==> src/xcvr_pkg.sv <==
/*
 xcvr_pkg: shared constants, register map, field positions, timing counts and
 carrier types of the transceiver channel fabric-side logic.
 Assumes a single 20 MHz REF_CLK domain; every user of it imports xcvr_pkg::*.
*/
package xcvr_pkg;
	// clock and timing
	localparam int REF_CLK_PERIOD_NS = 50;
	localparam int PLL_CLEAR_MIN_NS = 1000;
	localparam int PLL_CLEAR_MIN_CYCLES = (PLL_CLEAR_MIN_NS + REF_CLK_PERIOD_NS - 1) / REF_CLK_PERIOD_NS;
	localparam int PLL_CLEAR_CNT_W = $clog2(PLL_CLEAR_MIN_CYCLES + 1);
	localparam int CANCEL_MAX_RECFG_CYCLES = 17000;
	localparam int DEF_LOCK_CYCLES = 64;
	localparam int DEF_TX_W = 8;
	localparam int RX_WORD_W = 16;

	// register byte offsets
	localparam logic [7:0] OFS_CTRL = 8'h00;
	localparam logic [7:0] OFS_STATUS = 8'h04;
	localparam logic [7:0] OFS_IRQ_STATUS = 8'h08;
	localparam logic [7:0] OFS_IRQ_MASK = 8'h0c;
	localparam logic [7:0] OFS_RX_WORD = 8'h10;
	localparam logic [7:0] OFS_CANCEL_CNT = 8'h14;

	// control fields
	localparam int CTRL_PCIE_BIT = 0;
	localparam int CTRL_TEN_BIT = 1;
	localparam int CTRL_CANCEL_GO_BIT = 2;
	localparam logic [1:0] CTRL_RESET = 2'h0;

	// interrupt fields
	localparam int IRQ_W = 6;
	localparam int IRQ_LOCK = 0;
	localparam int IRQ_CANCEL_DONE = 1;
	localparam int IRQ_CODE_ERR = 2;
	localparam int IRQ_DISP_ERR = 3;
	localparam int IRQ_ORDER = 4;
	localparam int IRQ_SHORT_CLEAR = 5;
	localparam logic [IRQ_W-1:0] IRQ_MASK_RESET = 6'h00;

	// receive word bit positions
	localparam int WB_CTRL = 8;
	localparam int WB_CODE_ERR = 9;
	localparam int WB_SYNC = 10;
	localparam int WB_DISP_ERR = 11;
	localparam int WB_PATTERN = 12;
	localparam int WB_RM_DEL = 13;
	localparam int WB_RM_INS = 14;
	localparam int WB_PIPE_LO = 13;
	localparam int WB_RUN_DISP = 15;

	// receive side flags from the channel datapath
	typedef struct packed {
		logic [9:0] symbol;
		logic [7:0] decoded;
		logic ctrl;
		logic code_err;
		logic sync;
		logic disp_err;
		logic pattern;
		logic rm_del;
		logic rm_ins;
		logic [1:0] pipe_status;
		logic run_disp;
		logic valid;
	} rx_flags_t;

	typedef enum logic [1:0] {
		TX_HELD = 2'b00,
		TX_CLEARING = 2'b01,
		TX_LOCKING = 2'b10,
		TX_RUNNING = 2'b11
	} tx_state_t;

	typedef enum logic [1:0] {
		OC_IDLE = 2'b00,
		OC_RUN = 2'b01,
		OC_DONE = 2'b10
	} oc_state_t;
endpackage : xcvr_pkg

==> src/lock_timer.sv <==
/*
 lock_timer: counts qualified steps while run is high, flags done at the limit.
 Assumes run and step are synchronous to clk; dropping run restarts the count.
*/
module lock_timer #(
	parameter int W = 8
) (
	input wire logic clk, // clock
	input wire logic rst_n, // async reset, active low
	input wire logic run, // count while high
	input wire logic step, // one step when high
	input wire logic [W-1:0] limit, // terminal count
	output logic [W-1:0] count, // current count
	output logic done // limit reached
);
	import xcvr_pkg::*;

	typedef struct packed {
		logic [W-1:0] cnt;
		logic done;
	} lt_state_t;

	lt_state_t st_q;
	lt_state_t st_d;

	// count up to the limit, then hold
	always_comb
	begin
		st_d = st_q;
		if (!run)
		begin
			st_d.cnt = '0;
			st_d.done = 1'b0;
		end
		else
		begin
			if (step && st_q.cnt != limit)
				st_d.cnt = st_q.cnt + W'(1);
			st_d.done = (st_d.cnt == limit);
		end
	end

	// state register
	always_ff @(posedge clk or negedge rst_n)
	begin
		if (!rst_n)
			st_q <= '0;
		else
			st_q <= st_d;
	end

	assign count = st_q.cnt;
	assign done = st_q.done;
endmodule : lock_timer

==> src/rx_word_pack.sv <==
/*
 rx_word_pack: arranges decoded or raw receive data and status into the full
 receive word, registered. Assumes mode inputs are stable between words.
*/
module rx_word_pack (
	input wire logic clk, // clock
	input wire logic rst_n, // async reset, active low
	input xcvr_pkg::rx_flags_t flags, // channel flags
	input wire logic pcie_mode, // pcie functional mode
	input wire logic ten_bit, // 10-bit interface
	output logic [xcvr_pkg::RX_WORD_W-1:0] word, // full receive word
	output logic word_valid // word strobe
);
	import xcvr_pkg::*;

	typedef struct packed {
		logic [RX_WORD_W-1:0] word;
		logic valid;
	} pk_state_t;

	pk_state_t st_q;
	pk_state_t st_d;

	function automatic logic [RX_WORD_W-1:0] pack(rx_flags_t f, logic pcie, logic ten);
		logic [RX_WORD_W-1:0] w;
		w = '0;
		if (ten)
			w[9:0] = f.symbol;
		else
		begin
			w[7:0] = f.decoded;
			w[WB_CTRL] = f.ctrl;
			w[WB_CODE_ERR] = f.code_err;
		end
		w[WB_SYNC] = f.sync;
		w[WB_DISP_ERR] = f.disp_err;
		w[WB_PATTERN] = f.pattern;
		if (pcie)
			w[WB_PIPE_LO+1:WB_PIPE_LO] = f.pipe_status;
		else
		begin
			w[WB_RM_DEL] = f.rm_del;
			w[WB_RM_INS] = f.rm_ins;
		end
		w[WB_RUN_DISP] = f.run_disp;
		return w;
	endfunction : pack

	// capture a word each valid cycle
	always_comb
	begin
		st_d = st_q;
		st_d.valid = flags.valid;
		if (flags.valid)
			st_d.word = pack(flags, pcie_mode, ten_bit);
	end

	// state register
	always_ff @(posedge clk or negedge rst_n)
	begin
		if (!rst_n)
			st_q <= '0;
		else
			st_q <= st_d;
	end

	assign word = st_q.word;
	assign word_valid = st_q.valid;
endmodule : rx_word_pack

==> src/xcvr_channel.sv <==
/*
 xcvr_channel: fabric-side logic of one transceiver channel. Tracks the
 transmit-only reset sequence, models PLL lock acquisition, gates transmit data,
 runs receiver offset cancellation, packs the full receive word, and offers a
 small register file with sticky interrupts.
 Assumes all inputs synchronous to REF_CLK, the reconfiguration clock sampled
 as a plain input, and a register master that never issues read and write
 together. PLL lock is a counter model that only starts after a seen clear
 pulse; the lock flag is synchronous to REF_CLK and the user must still
 synchronise it before use. Cancellation counts reconfiguration clock rises
 from its first (idle) cycle on, so its bound holds from the request onward.
 Protocol slips by the user are flagged as interrupt events, never blocked,
 except that transmit data outside the running state is dropped.
*/
// How it works
// - after PLL clear release the PLL starts acquiring lock
// - after lock and transmit reset release the transmitter accepts and sends data
// - 8-bit mode: decoded byte bits 7:0, control flag 8, code violation 9
// - bits 10, 11, 12 carry alignment, disparity error, pattern detect
// - outside PCIe: bit 13 rate-match deletion, bit 14 insertion
// - PCIe mode: bits 14:13 carry receive status code
// - bit 15 carries current running disparity
// - 10-bit mode: raw symbol on bits 9:0, bits 10-12 as before
// - offset cancellation finishes within 17000 reconfiguration clock cycles
module xcvr_channel #(
	// REF_CLK cycles from clear release to lock
	parameter int LOCK_CYCLES = xcvr_pkg::DEF_LOCK_CYCLES,
	// reconfiguration clock rises that one cancellation takes
	parameter int CANCEL_CYCLES = xcvr_pkg::CANCEL_MAX_RECFG_CYCLES,
	// transmit word width
	parameter int TX_W = xcvr_pkg::DEF_TX_W
) (
	input wire logic REF_CLK, // 20 MHz clock
	input wire logic RESET_N, // async reset, active low
	input wire logic RECONFIGURATION_CLOCK, // sampled reconfiguration clock
	input wire logic PLL_CLEAR, // PLL clear from user logic
	input wire logic TX_LOGIC_RESET, // transmit logic reset from user
	input wire logic [TX_W-1:0] TX_DATA, // transmit data
	input wire logic TX_DATA_VALID, // transmit data strobe
	input xcvr_pkg::rx_flags_t RX_IN, // receive datapath flags
	input wire logic [7:0] ADDR, // register byte address
	input wire logic [31:0] WDATA, // register write data
	input wire logic WR, // write strobe
	input wire logic RD, // read strobe
	output logic [31:0] RDATA, // read data, cycle after RD
	output logic IRQ, // interrupt, active high level
	output logic PLL_LOCKED, // PLL lock flag
	output logic TX_READY, // transmitter accepting data
	output logic [TX_W-1:0] TX_WORD, // accepted transmit word
	output logic TX_WORD_VALID, // transmit word strobe
	output logic [xcvr_pkg::RX_WORD_W-1:0] RX_WORD, // full receive word
	output logic RX_WORD_VALID, // receive word strobe
	output logic CANCEL_DONE // offset cancellation finished
);
	import xcvr_pkg::*;

	// counter widths of the lock and cancellation timers
	localparam int LOCK_W = $clog2(LOCK_CYCLES + 1);
	localparam int CAN_W = $clog2(CANCEL_CYCLES + 1);

	// every register of the block except those in the timers and the packer, in one word
	typedef struct packed {
		tx_state_t tx;
		oc_state_t oc;
		logic [1:0] ctrl;
		logic [IRQ_W-1:0] irq;
		logic [IRQ_W-1:0] mask;
		logic [31:0] rdata;
		logic irq_out;
		logic pll_locked;
		logic tx_ready;
		logic [TX_W-1:0] tx_word;
		logic tx_valid;
		logic recfg_prev;
		logic [PLL_CLEAR_CNT_W-1:0] clear_cnt;
		logic [RX_WORD_W-1:0] rx_snap;
		logic cancel_done;
	} st_t;

	// whole-block state and its next value
	st_t st_q;
	st_t st_d;

	// glue between the timers, the packer and the state update
	logic lock_run;
	logic lock_done;
	logic oc_run;
	logic oc_step;
	logic oc_done;
	logic [CAN_W-1:0] oc_count;
	logic [RX_WORD_W-1:0] rx_word;
	logic rx_word_valid;
	logic [IRQ_W-1:0] ev;
	logic cancel_go;
	logic [IRQ_W-1:0] irq_clr;

	// low-to-high step between the previous and the current sample
	function automatic logic rose_now(logic now_v, logic last_v);
		return now_v && !last_v;
	endfunction : rose_now

	// write strobe aimed at one register offset
	function automatic logic wr_hit(logic wr_s, logic [7:0] a, logic [7:0] ofs);
		return wr_s && (a == ofs);
	endfunction : wr_hit

	// sticky status: write one to clear, a new event in the same cycle wins
	function automatic logic [IRQ_W-1:0] w1c(logic [IRQ_W-1:0] old_v, logic [IRQ_W-1:0] clr_v,
		logic [IRQ_W-1:0] set_v);
		return (old_v & ~clr_v) | set_v;
	endfunction : w1c

	// status image: lock, ready, done, then transmit and cancellation state codes
	function automatic logic [31:0] status_image(st_t s);
		return {25'h0, s.oc, s.tx, s.cancel_done, s.tx_ready, s.pll_locked};
	endfunction : status_image

	// PLL only acquires once its clear has been seen and released
	assign lock_run = (st_q.tx == TX_LOCKING || st_q.tx == TX_RUNNING) && !PLL_CLEAR;

	lock_timer #(
		.W(LOCK_W)
	) u_pll_lock (
		.clk(REF_CLK),
		.rst_n(RESET_N),
		.run(lock_run),
		.step(1'b1),
		.limit(LOCK_W'(LOCK_CYCLES)),
		.count(),
		.done(lock_done)
	);

	// cancellation counts reconfiguration clock rises from its idle cycle on
	assign oc_run = (st_q.oc != OC_DONE);
	assign oc_step = rose_now(RECONFIGURATION_CLOCK, st_q.recfg_prev);

	lock_timer #(
		.W(CAN_W)
	) u_offset_cancel (
		.clk(REF_CLK),
		.rst_n(RESET_N),
		.run(oc_run),
		.step(oc_step),
		.limit(CAN_W'(CANCEL_CYCLES)),
		.count(oc_count),
		.done(oc_done)
	);

	rx_word_pack u_rx_pack (
		.clk(REF_CLK),
		.rst_n(RESET_N),
		.flags(RX_IN),
		.pcie_mode(st_q.ctrl[CTRL_PCIE_BIT]),
		.ten_bit(st_q.ctrl[CTRL_TEN_BIT]),
		.word(rx_word),
		.word_valid(rx_word_valid)
	);

	// restart request and write-one-to-clear mask from the register port
	assign cancel_go = wr_hit(WR, ADDR, OFS_CTRL) && WDATA[CTRL_CANCEL_GO_BIT];
	assign irq_clr = wr_hit(WR, ADDR, OFS_IRQ_STATUS) ? WDATA[IRQ_W-1:0] : '0;

	// next state of the whole block
	always_comb
	begin
		// hold by default; strobes and events last one cycle
		st_d = st_q;
		ev = '0;
		st_d.recfg_prev = RECONFIGURATION_CLOCK;
		st_d.pll_locked = lock_done;
		st_d.tx_valid = 1'b0;

		// rising lock flag is an event
		if (rose_now(lock_done, st_q.pll_locked))
			ev[IRQ_LOCK] = 1'b1;

		// transmit-only reset sequence tracking
		unique case (st_q.tx)
			// held: wait for the user to raise the PLL clear
			TX_HELD:
			begin
				st_d.clear_cnt = '0;
				if (PLL_CLEAR)
					st_d.tx = TX_CLEARING;
			end
			// clearing: time the pulse, transmit reset must stay high
			TX_CLEARING:
			begin
				if (st_q.clear_cnt != PLL_CLEAR_CNT_W'(PLL_CLEAR_MIN_CYCLES))
					st_d.clear_cnt = st_q.clear_cnt + PLL_CLEAR_CNT_W'(1);
				if (!TX_LOGIC_RESET)
					ev[IRQ_ORDER] = 1'b1;
				if (!PLL_CLEAR)
				begin
					if (st_q.clear_cnt < PLL_CLEAR_CNT_W'(PLL_CLEAR_MIN_CYCLES))
						ev[IRQ_SHORT_CLEAR] = 1'b1;
					st_d.tx = TX_LOCKING;
				end
			end
			// locking: PLL acquires, transmit reset may drop only after lock
			TX_LOCKING:
			begin
				if (PLL_CLEAR)
				begin
					st_d.clear_cnt = '0;
					st_d.tx = TX_CLEARING;
				end
				else if (!TX_LOGIC_RESET && st_q.pll_locked)
					st_d.tx = TX_RUNNING;
				else if (!TX_LOGIC_RESET)
					ev[IRQ_ORDER] = 1'b1;
			end
			// running: accept one word per strobe
			TX_RUNNING:
			begin
				if (PLL_CLEAR)
				begin
					st_d.clear_cnt = '0;
					st_d.tx = TX_CLEARING;
				end
				else if (TX_LOGIC_RESET || !st_q.pll_locked)
					st_d.tx = TX_LOCKING;
				else if (TX_DATA_VALID)
				begin
					st_d.tx_word = TX_DATA;
					st_d.tx_valid = 1'b1;
				end
			end
		endcase
		st_d.tx_ready = (st_d.tx == TX_RUNNING);

		// offset cancellation runs after reset and on request
		unique case (st_q.oc)
			// idle: one cycle, already counting
			OC_IDLE:
				st_d.oc = OC_RUN;
			// run: wait for the step count to reach its limit
			OC_RUN:
			begin
				if (oc_done)
				begin
					st_d.oc = OC_DONE;
					ev[IRQ_CANCEL_DONE] = 1'b1;
				end
			end
			// done: stay until software asks for another pass
			OC_DONE:
			begin
				if (cancel_go)
					st_d.oc = OC_IDLE;
			end
			default:
				st_d.oc = OC_IDLE;
		endcase
		st_d.cancel_done = (st_d.oc == OC_DONE);

		// receive error events from the channel flags
		if (RX_IN.valid && !st_q.ctrl[CTRL_TEN_BIT] && RX_IN.code_err)
			ev[IRQ_CODE_ERR] = 1'b1;
		if (RX_IN.valid && RX_IN.disp_err)
			ev[IRQ_DISP_ERR] = 1'b1;
		// keep the last packed word for the register port
		if (rx_word_valid)
			st_d.rx_snap = rx_word;

		// register writes
		if (WR)
		begin
			unique case (ADDR)
				OFS_CTRL:
				begin
					// mode bits only; the restart bit is a strobe
					st_d.ctrl[CTRL_PCIE_BIT] = WDATA[CTRL_PCIE_BIT];
					st_d.ctrl[CTRL_TEN_BIT] = WDATA[CTRL_TEN_BIT];
				end
				OFS_IRQ_MASK:
					st_d.mask = WDATA[IRQ_W-1:0];
				default:
					st_d.mask = st_q.mask;
			endcase
		end

		// sticky status, write one to clear, new event wins
		st_d.irq = w1c(st_q.irq, irq_clr, ev);
		st_d.irq_out = |(st_d.irq & st_d.mask);

		// register reads, answer in the next cycle only
		st_d.rdata = 32'h0000_0000;
		if (RD)
		begin
			unique case (ADDR)
				OFS_CTRL:
					st_d.rdata = {30'h0, st_q.ctrl};
				OFS_STATUS:
					st_d.rdata = status_image(st_q);
				OFS_IRQ_STATUS:
					st_d.rdata = {26'h0, st_q.irq};
				OFS_IRQ_MASK:
					st_d.rdata = {26'h0, st_q.mask};
				OFS_RX_WORD:
					st_d.rdata = {16'h0, st_q.rx_snap};
				OFS_CANCEL_CNT:
					st_d.rdata = 32'(oc_count);
				default:
					st_d.rdata = 32'h0000_0000;
			endcase
		end
	end

	// state register
	always_ff @(posedge REF_CLK or negedge RESET_N)
	begin
		if (!RESET_N)
		begin
			// all zero, then the named reset values
			st_q <= '0;
			st_q.tx <= TX_HELD;
			st_q.oc <= OC_IDLE;
			st_q.ctrl <= CTRL_RESET;
			st_q.mask <= IRQ_MASK_RESET;
		end
		else
			st_q <= st_d;
	end

	// register port and interrupt, straight from flip-flops
	assign RDATA = st_q.rdata;
	assign IRQ = st_q.irq_out;

	// reset sequence and transmit side
	assign PLL_LOCKED = st_q.pll_locked;
	assign TX_READY = st_q.tx_ready;
	assign TX_WORD = st_q.tx_word;
	assign TX_WORD_VALID = st_q.tx_valid;

	// receive side and cancellation; the packer registers the word
	assign RX_WORD = rx_word;
	assign RX_WORD_VALID = rx_word_valid;
	assign CANCEL_DONE = st_q.cancel_done;
endmodule : xcvr_channel

==> config.mk <==
export PLATFORM = sky130hd
export DESIGN_NAME = xcvr_channel
export DESIGN_NICKNAME = d
export VERILOG_FILES = /design/src/xcvr_pkg.sv /design/src/lock_timer.sv /design/src/rx_word_pack.sv /design/src/xcvr_channel.sv
export SDC_FILE = /design/constraint.sdc
export NUM_CORES = 1
export LEC_CHECK = 0
export BUFFER_PORTS_ARGS = -buffer_cell sky130_fd_sc_hd__clkbuf_2
export CELL_PAD_IN_SITES_DETAIL_PLACEMENT = 0
export CELL_PAD_IN_SITES_GLOBAL_PLACEMENT = 1
export CORE_UTILIZATION = 35
export CTS_BUF_LIST = sky130_fd_sc_hd__clkbuf_8
export CTS_CLUSTER_DIAMETER = 200
export DETAILED_ROUTE_END_ITERATION = 8
export PLACE_DENSITY_LB_ADDON = 0.25
export SLEW_MARGIN = 5
export SYNTH_ARGS = -nofsm -noshare
export SYNTH_HDL_FRONTEND = slang
export SYNTH_SLANG_ARGS = --single-unit
==> constraint.sdc <==
create_clock -name REF_CLK -period 3.2 [get_ports REF_CLK]
set_clock_uncertainty 0.1 [all_clocks]
set_input_delay 0 -clock REF_CLK [delete_from_list [all_inputs] [get_ports REF_CLK]]
set_output_delay 0 -clock REF_CLK [all_outputs]
set_load 0.02 [all_outputs]
==> flow_metrics.py <==
metrics = {
    "timing": {
        "setup_viol": 0,
        "rsz0062_at_grt": "false",
        "slew_violations": 0,
        "fin_crit_sh": 0.770,
        "worst_slew_pin_slew_ns": 0.768,
        "hold_viol_final": 0,
        "fin_crit_ns": 2.46,
        "slew_headroom": 0.488,
        "setup_tns_ns": 0,
        "fmax_ghz": 0.406,
    },
    "synthesis": {
        "syn_area_per_cell_sq_um": 10.8,
        "ys_top_cells_by_count": "110 x dfrtp_1, 48 x nor2_1, 43 x mux2_2, 40 x buf_4",
        "syn-cell-area_sq_um": 5540,
        "yosysTopAreaCell": "dfrtp_1",
        "synth.yosys.warnings": 0,
        "ys.flop_type": "dfrtp_1",
        "yosysUniqueCellTypes": 58,
        "postSynth.asyncResetShare": 1.00,
        "synthTopCellsByArea": "dfrtp_1 50%, mux2_2 8.7%, buf_4 5.4%",
        "synth_enable_flop_cells": 0,
        "seq_area_frac_synth": 0.497,
        "ys_seq_elements": 110,
        "synth_cells": 514,
        "synth_most_common_cell": "dfrtp_1",
        "netlist.area_leader.share": 0.497,
    },
    "drt": {
        "drt-initial-drc-count": 267,
        "drc": 0,
        "via_count": 4147,
        "antenna_left": 0,
        "firstDrtPassIters": 5,
        "wire_per_inst_microns": 15.3,
        "routed_via_density": 4.83,
        "drt-total-wl_microns": 13100,
    },
    "floorplanning": {
        "initial_utilization": 0.362,
        "die_y_microns": 128,
        "io_pins": 147,
        "std_cell_rows": 45,
        "dieWidth_microns": 128,
        "dieArea_sq_um": 16300,
        "fp.coreArea_sq_um": 15300,
    },
    "clock_tree": {
        "h-tree-depth": 3,
        "clkSinkCount": 110,
        "clk-insertion-delay-late_ns": 0.38,
        "clockBufferDepth": 2,
        "cts_setup_buffers": 0,
        "cts_made_buffers": 9,
        "cts_tree": "done",
        "path_clk_slew_ns": 0.10,
        "clock_tree.root_cell": "clkbuf_8",
    },
    "setup_path": {
        "cp.arrival_ns": 2.63,
        "crit_required_ns": 3.37,
        "path_class": "in2reg",
        "rr_worst_depth": 6,
        "start_kind": "input pin",
        "crit_path_end_kind": "flip-flop",
        "cp_max_fo": 7,
    },
    "placement": {
        "gp_congestion": 0.794,
        "port_buffers": 104,
        "dp_hpwl_microns": 9450,
        "place_inst": 790,
    },
    "hold_path": {
        "hold_path_class": "in2reg",
        "whs_path_depth": 3,
    },
    "global_routing": {
        "antenna_found_initial": 0,
        "global_route.usage.total": 0.171,
        "grt_start_max_net_pins": 60,
        "grt_pass1_wl_microns": 21400,
        "grt_pass1_vias": 4031,
        "grt_overflow": 0,
    },
    "finish": {
        "nNetsFinal": 738,
        "layout-drive-gt1-share": 0.267,
        "n_antenna_cell": 0,
        "final_cells": 858,
        "synthToLayoutAreaGrowth_pct": 21.5,
    },
    "run_status": {
        "status": "complete, no violations",
    },
    "job": {
        "drv_cap": 0,
    },
    "power_and_ir_drop": {
        "ir_drop_mv": 0.236,
        "powerDensity_nw_per_um2": 467,
        "p_leak_nw": 3.12,
    },
}
[flip-flops by register name, indices dropped and copies added (netlist names), 7 cells and up]
register	count
TX_WORD	8
RDATA	16
st_q	40
u_offset_cancel.count	15
u_pll_lock.count	7
u_rx_pack.word	16
[layer usage]
layer	vias up	part of all wire	track usage
met2	102	0.47	0.265
li1	2002	-	-
met3	17	0.036	0.0313
met1	2026	0.48	0.242
met4	0	0.014	0.0554
met5	-	0	0
[layout by cell type, fill, tap and decap left out, types with 3 or more instances in the layout]
cell type / n
or3_1: 7
a22o_1: 5
clkbuf_2: 103
mux2_2: 43
dlygate4sd3_1: 53
nand4_1: 6
conb_1: 16
mux2i_1: 24
ha_1: 10
nor3_1: 4
nor2b_1: 5
a21oi_1: 29
nand2b_1: 5
inv_1: 24
nor2_1: 48
xor2_1: 8
o21ai_0: 11
clkbuf_8: 9
dfrtp_1: 110
buf_4: 6
a22oi_1: 5
nand3_1: 19
a21o_1: 4
a31oi_1: 3
nor3b_1: 5
nand2_1: 29
xnor2_1: 10
o2bb2ai_1: 3
a222oi_1: 4
[cell families (layout without fill, tap and decap cells)]
kind of cell	after synthesis	count (layout)	synth area share
mux	68	68	0.133
xor+xnor	18	18	0.0285
other cells	1	16	0.000677
buf+inv	80	198	0.0818
flops	110	110	0.497
compound gates	75	75	0.0879
simple gates	151	151	0.147
fa+ha+maj	11	11	0.0244
[worst max-delay path, stage by stage]
cell and delay (ns):
dlygate4sd3_1 0.55, clkbuf_2 0.15, or4b_4 0.60, nor3_4 0.32, nand2_4 0.14, mux2_2 0.30, dlygate4sd3_1 0.56
[metrics by stage]
stage	setup slack (ns)	hold slack [ns]	util	power [mW]	area [sq um]
after floorplan	1.09	-0.396	-	2.16	5600
after global placement	0.855	0.0199	0.395	2.37	6050
after detailed placement	0.800	0.0301	0.395	2.39	6050
after CTS	0.751	0.0386	0.440	3.18	6730
after global routing	0.491	0.0907	0.440	3.35	6730
final	0.737	0.0675	0.440	3.15	6730
[where the power goes]
part | total (mW) | leakage, nW | internal (mW) | switching, mW
Combinational | 0.731 | 1.64 | 0.331 | 0.400
Sequential | 1.68 | 1.40 | 1.52 | 0.159
Clock | 0.739 | 0.0893 | 0.273 | 0.466
[area by class of cell]
cell class / count / area, sq um
Fill cell: 1505 / 8580
Sequential cell: 110 / 2750
Multi-Input combinational cell: 339 / 2390
Timing Repair Buffer: 162 / 1090
Tap cell: 211 / 264
Clock buffer: 9 / 124
Inverter: 21 / 78.8
Clock inverter: 6 / 32.5
[repair_timing]
item,CTS,global route
hold endpoints to repair,111,0
hold buffers,53,0
resized for setup,0,0
[path summary, 6_finish.rpt]
| kind | startpoint | to | slack (ns) |
|---|---|---|---|
| setup / recovery | ADDR[4] | st_q[71] | 0.74 |
| hold / removal | ADDR[2] | RDATA[4] | 0.07 |
| setup reg to reg | u_offset_cancel.count[1] | u_offset_cancel.done | 0.75 |
| min in group asynchronous | RESET_N | u_rx_pack.word[15] | 0.11 |
| hold reg to reg | u_pll_lock.done | PLL_LOCKED | 0.33 |
| max in group asynchronous | RESET_N | RDATA[0] | 2.01 |
No activity file was read; power rests on OpenSTA's default activity.
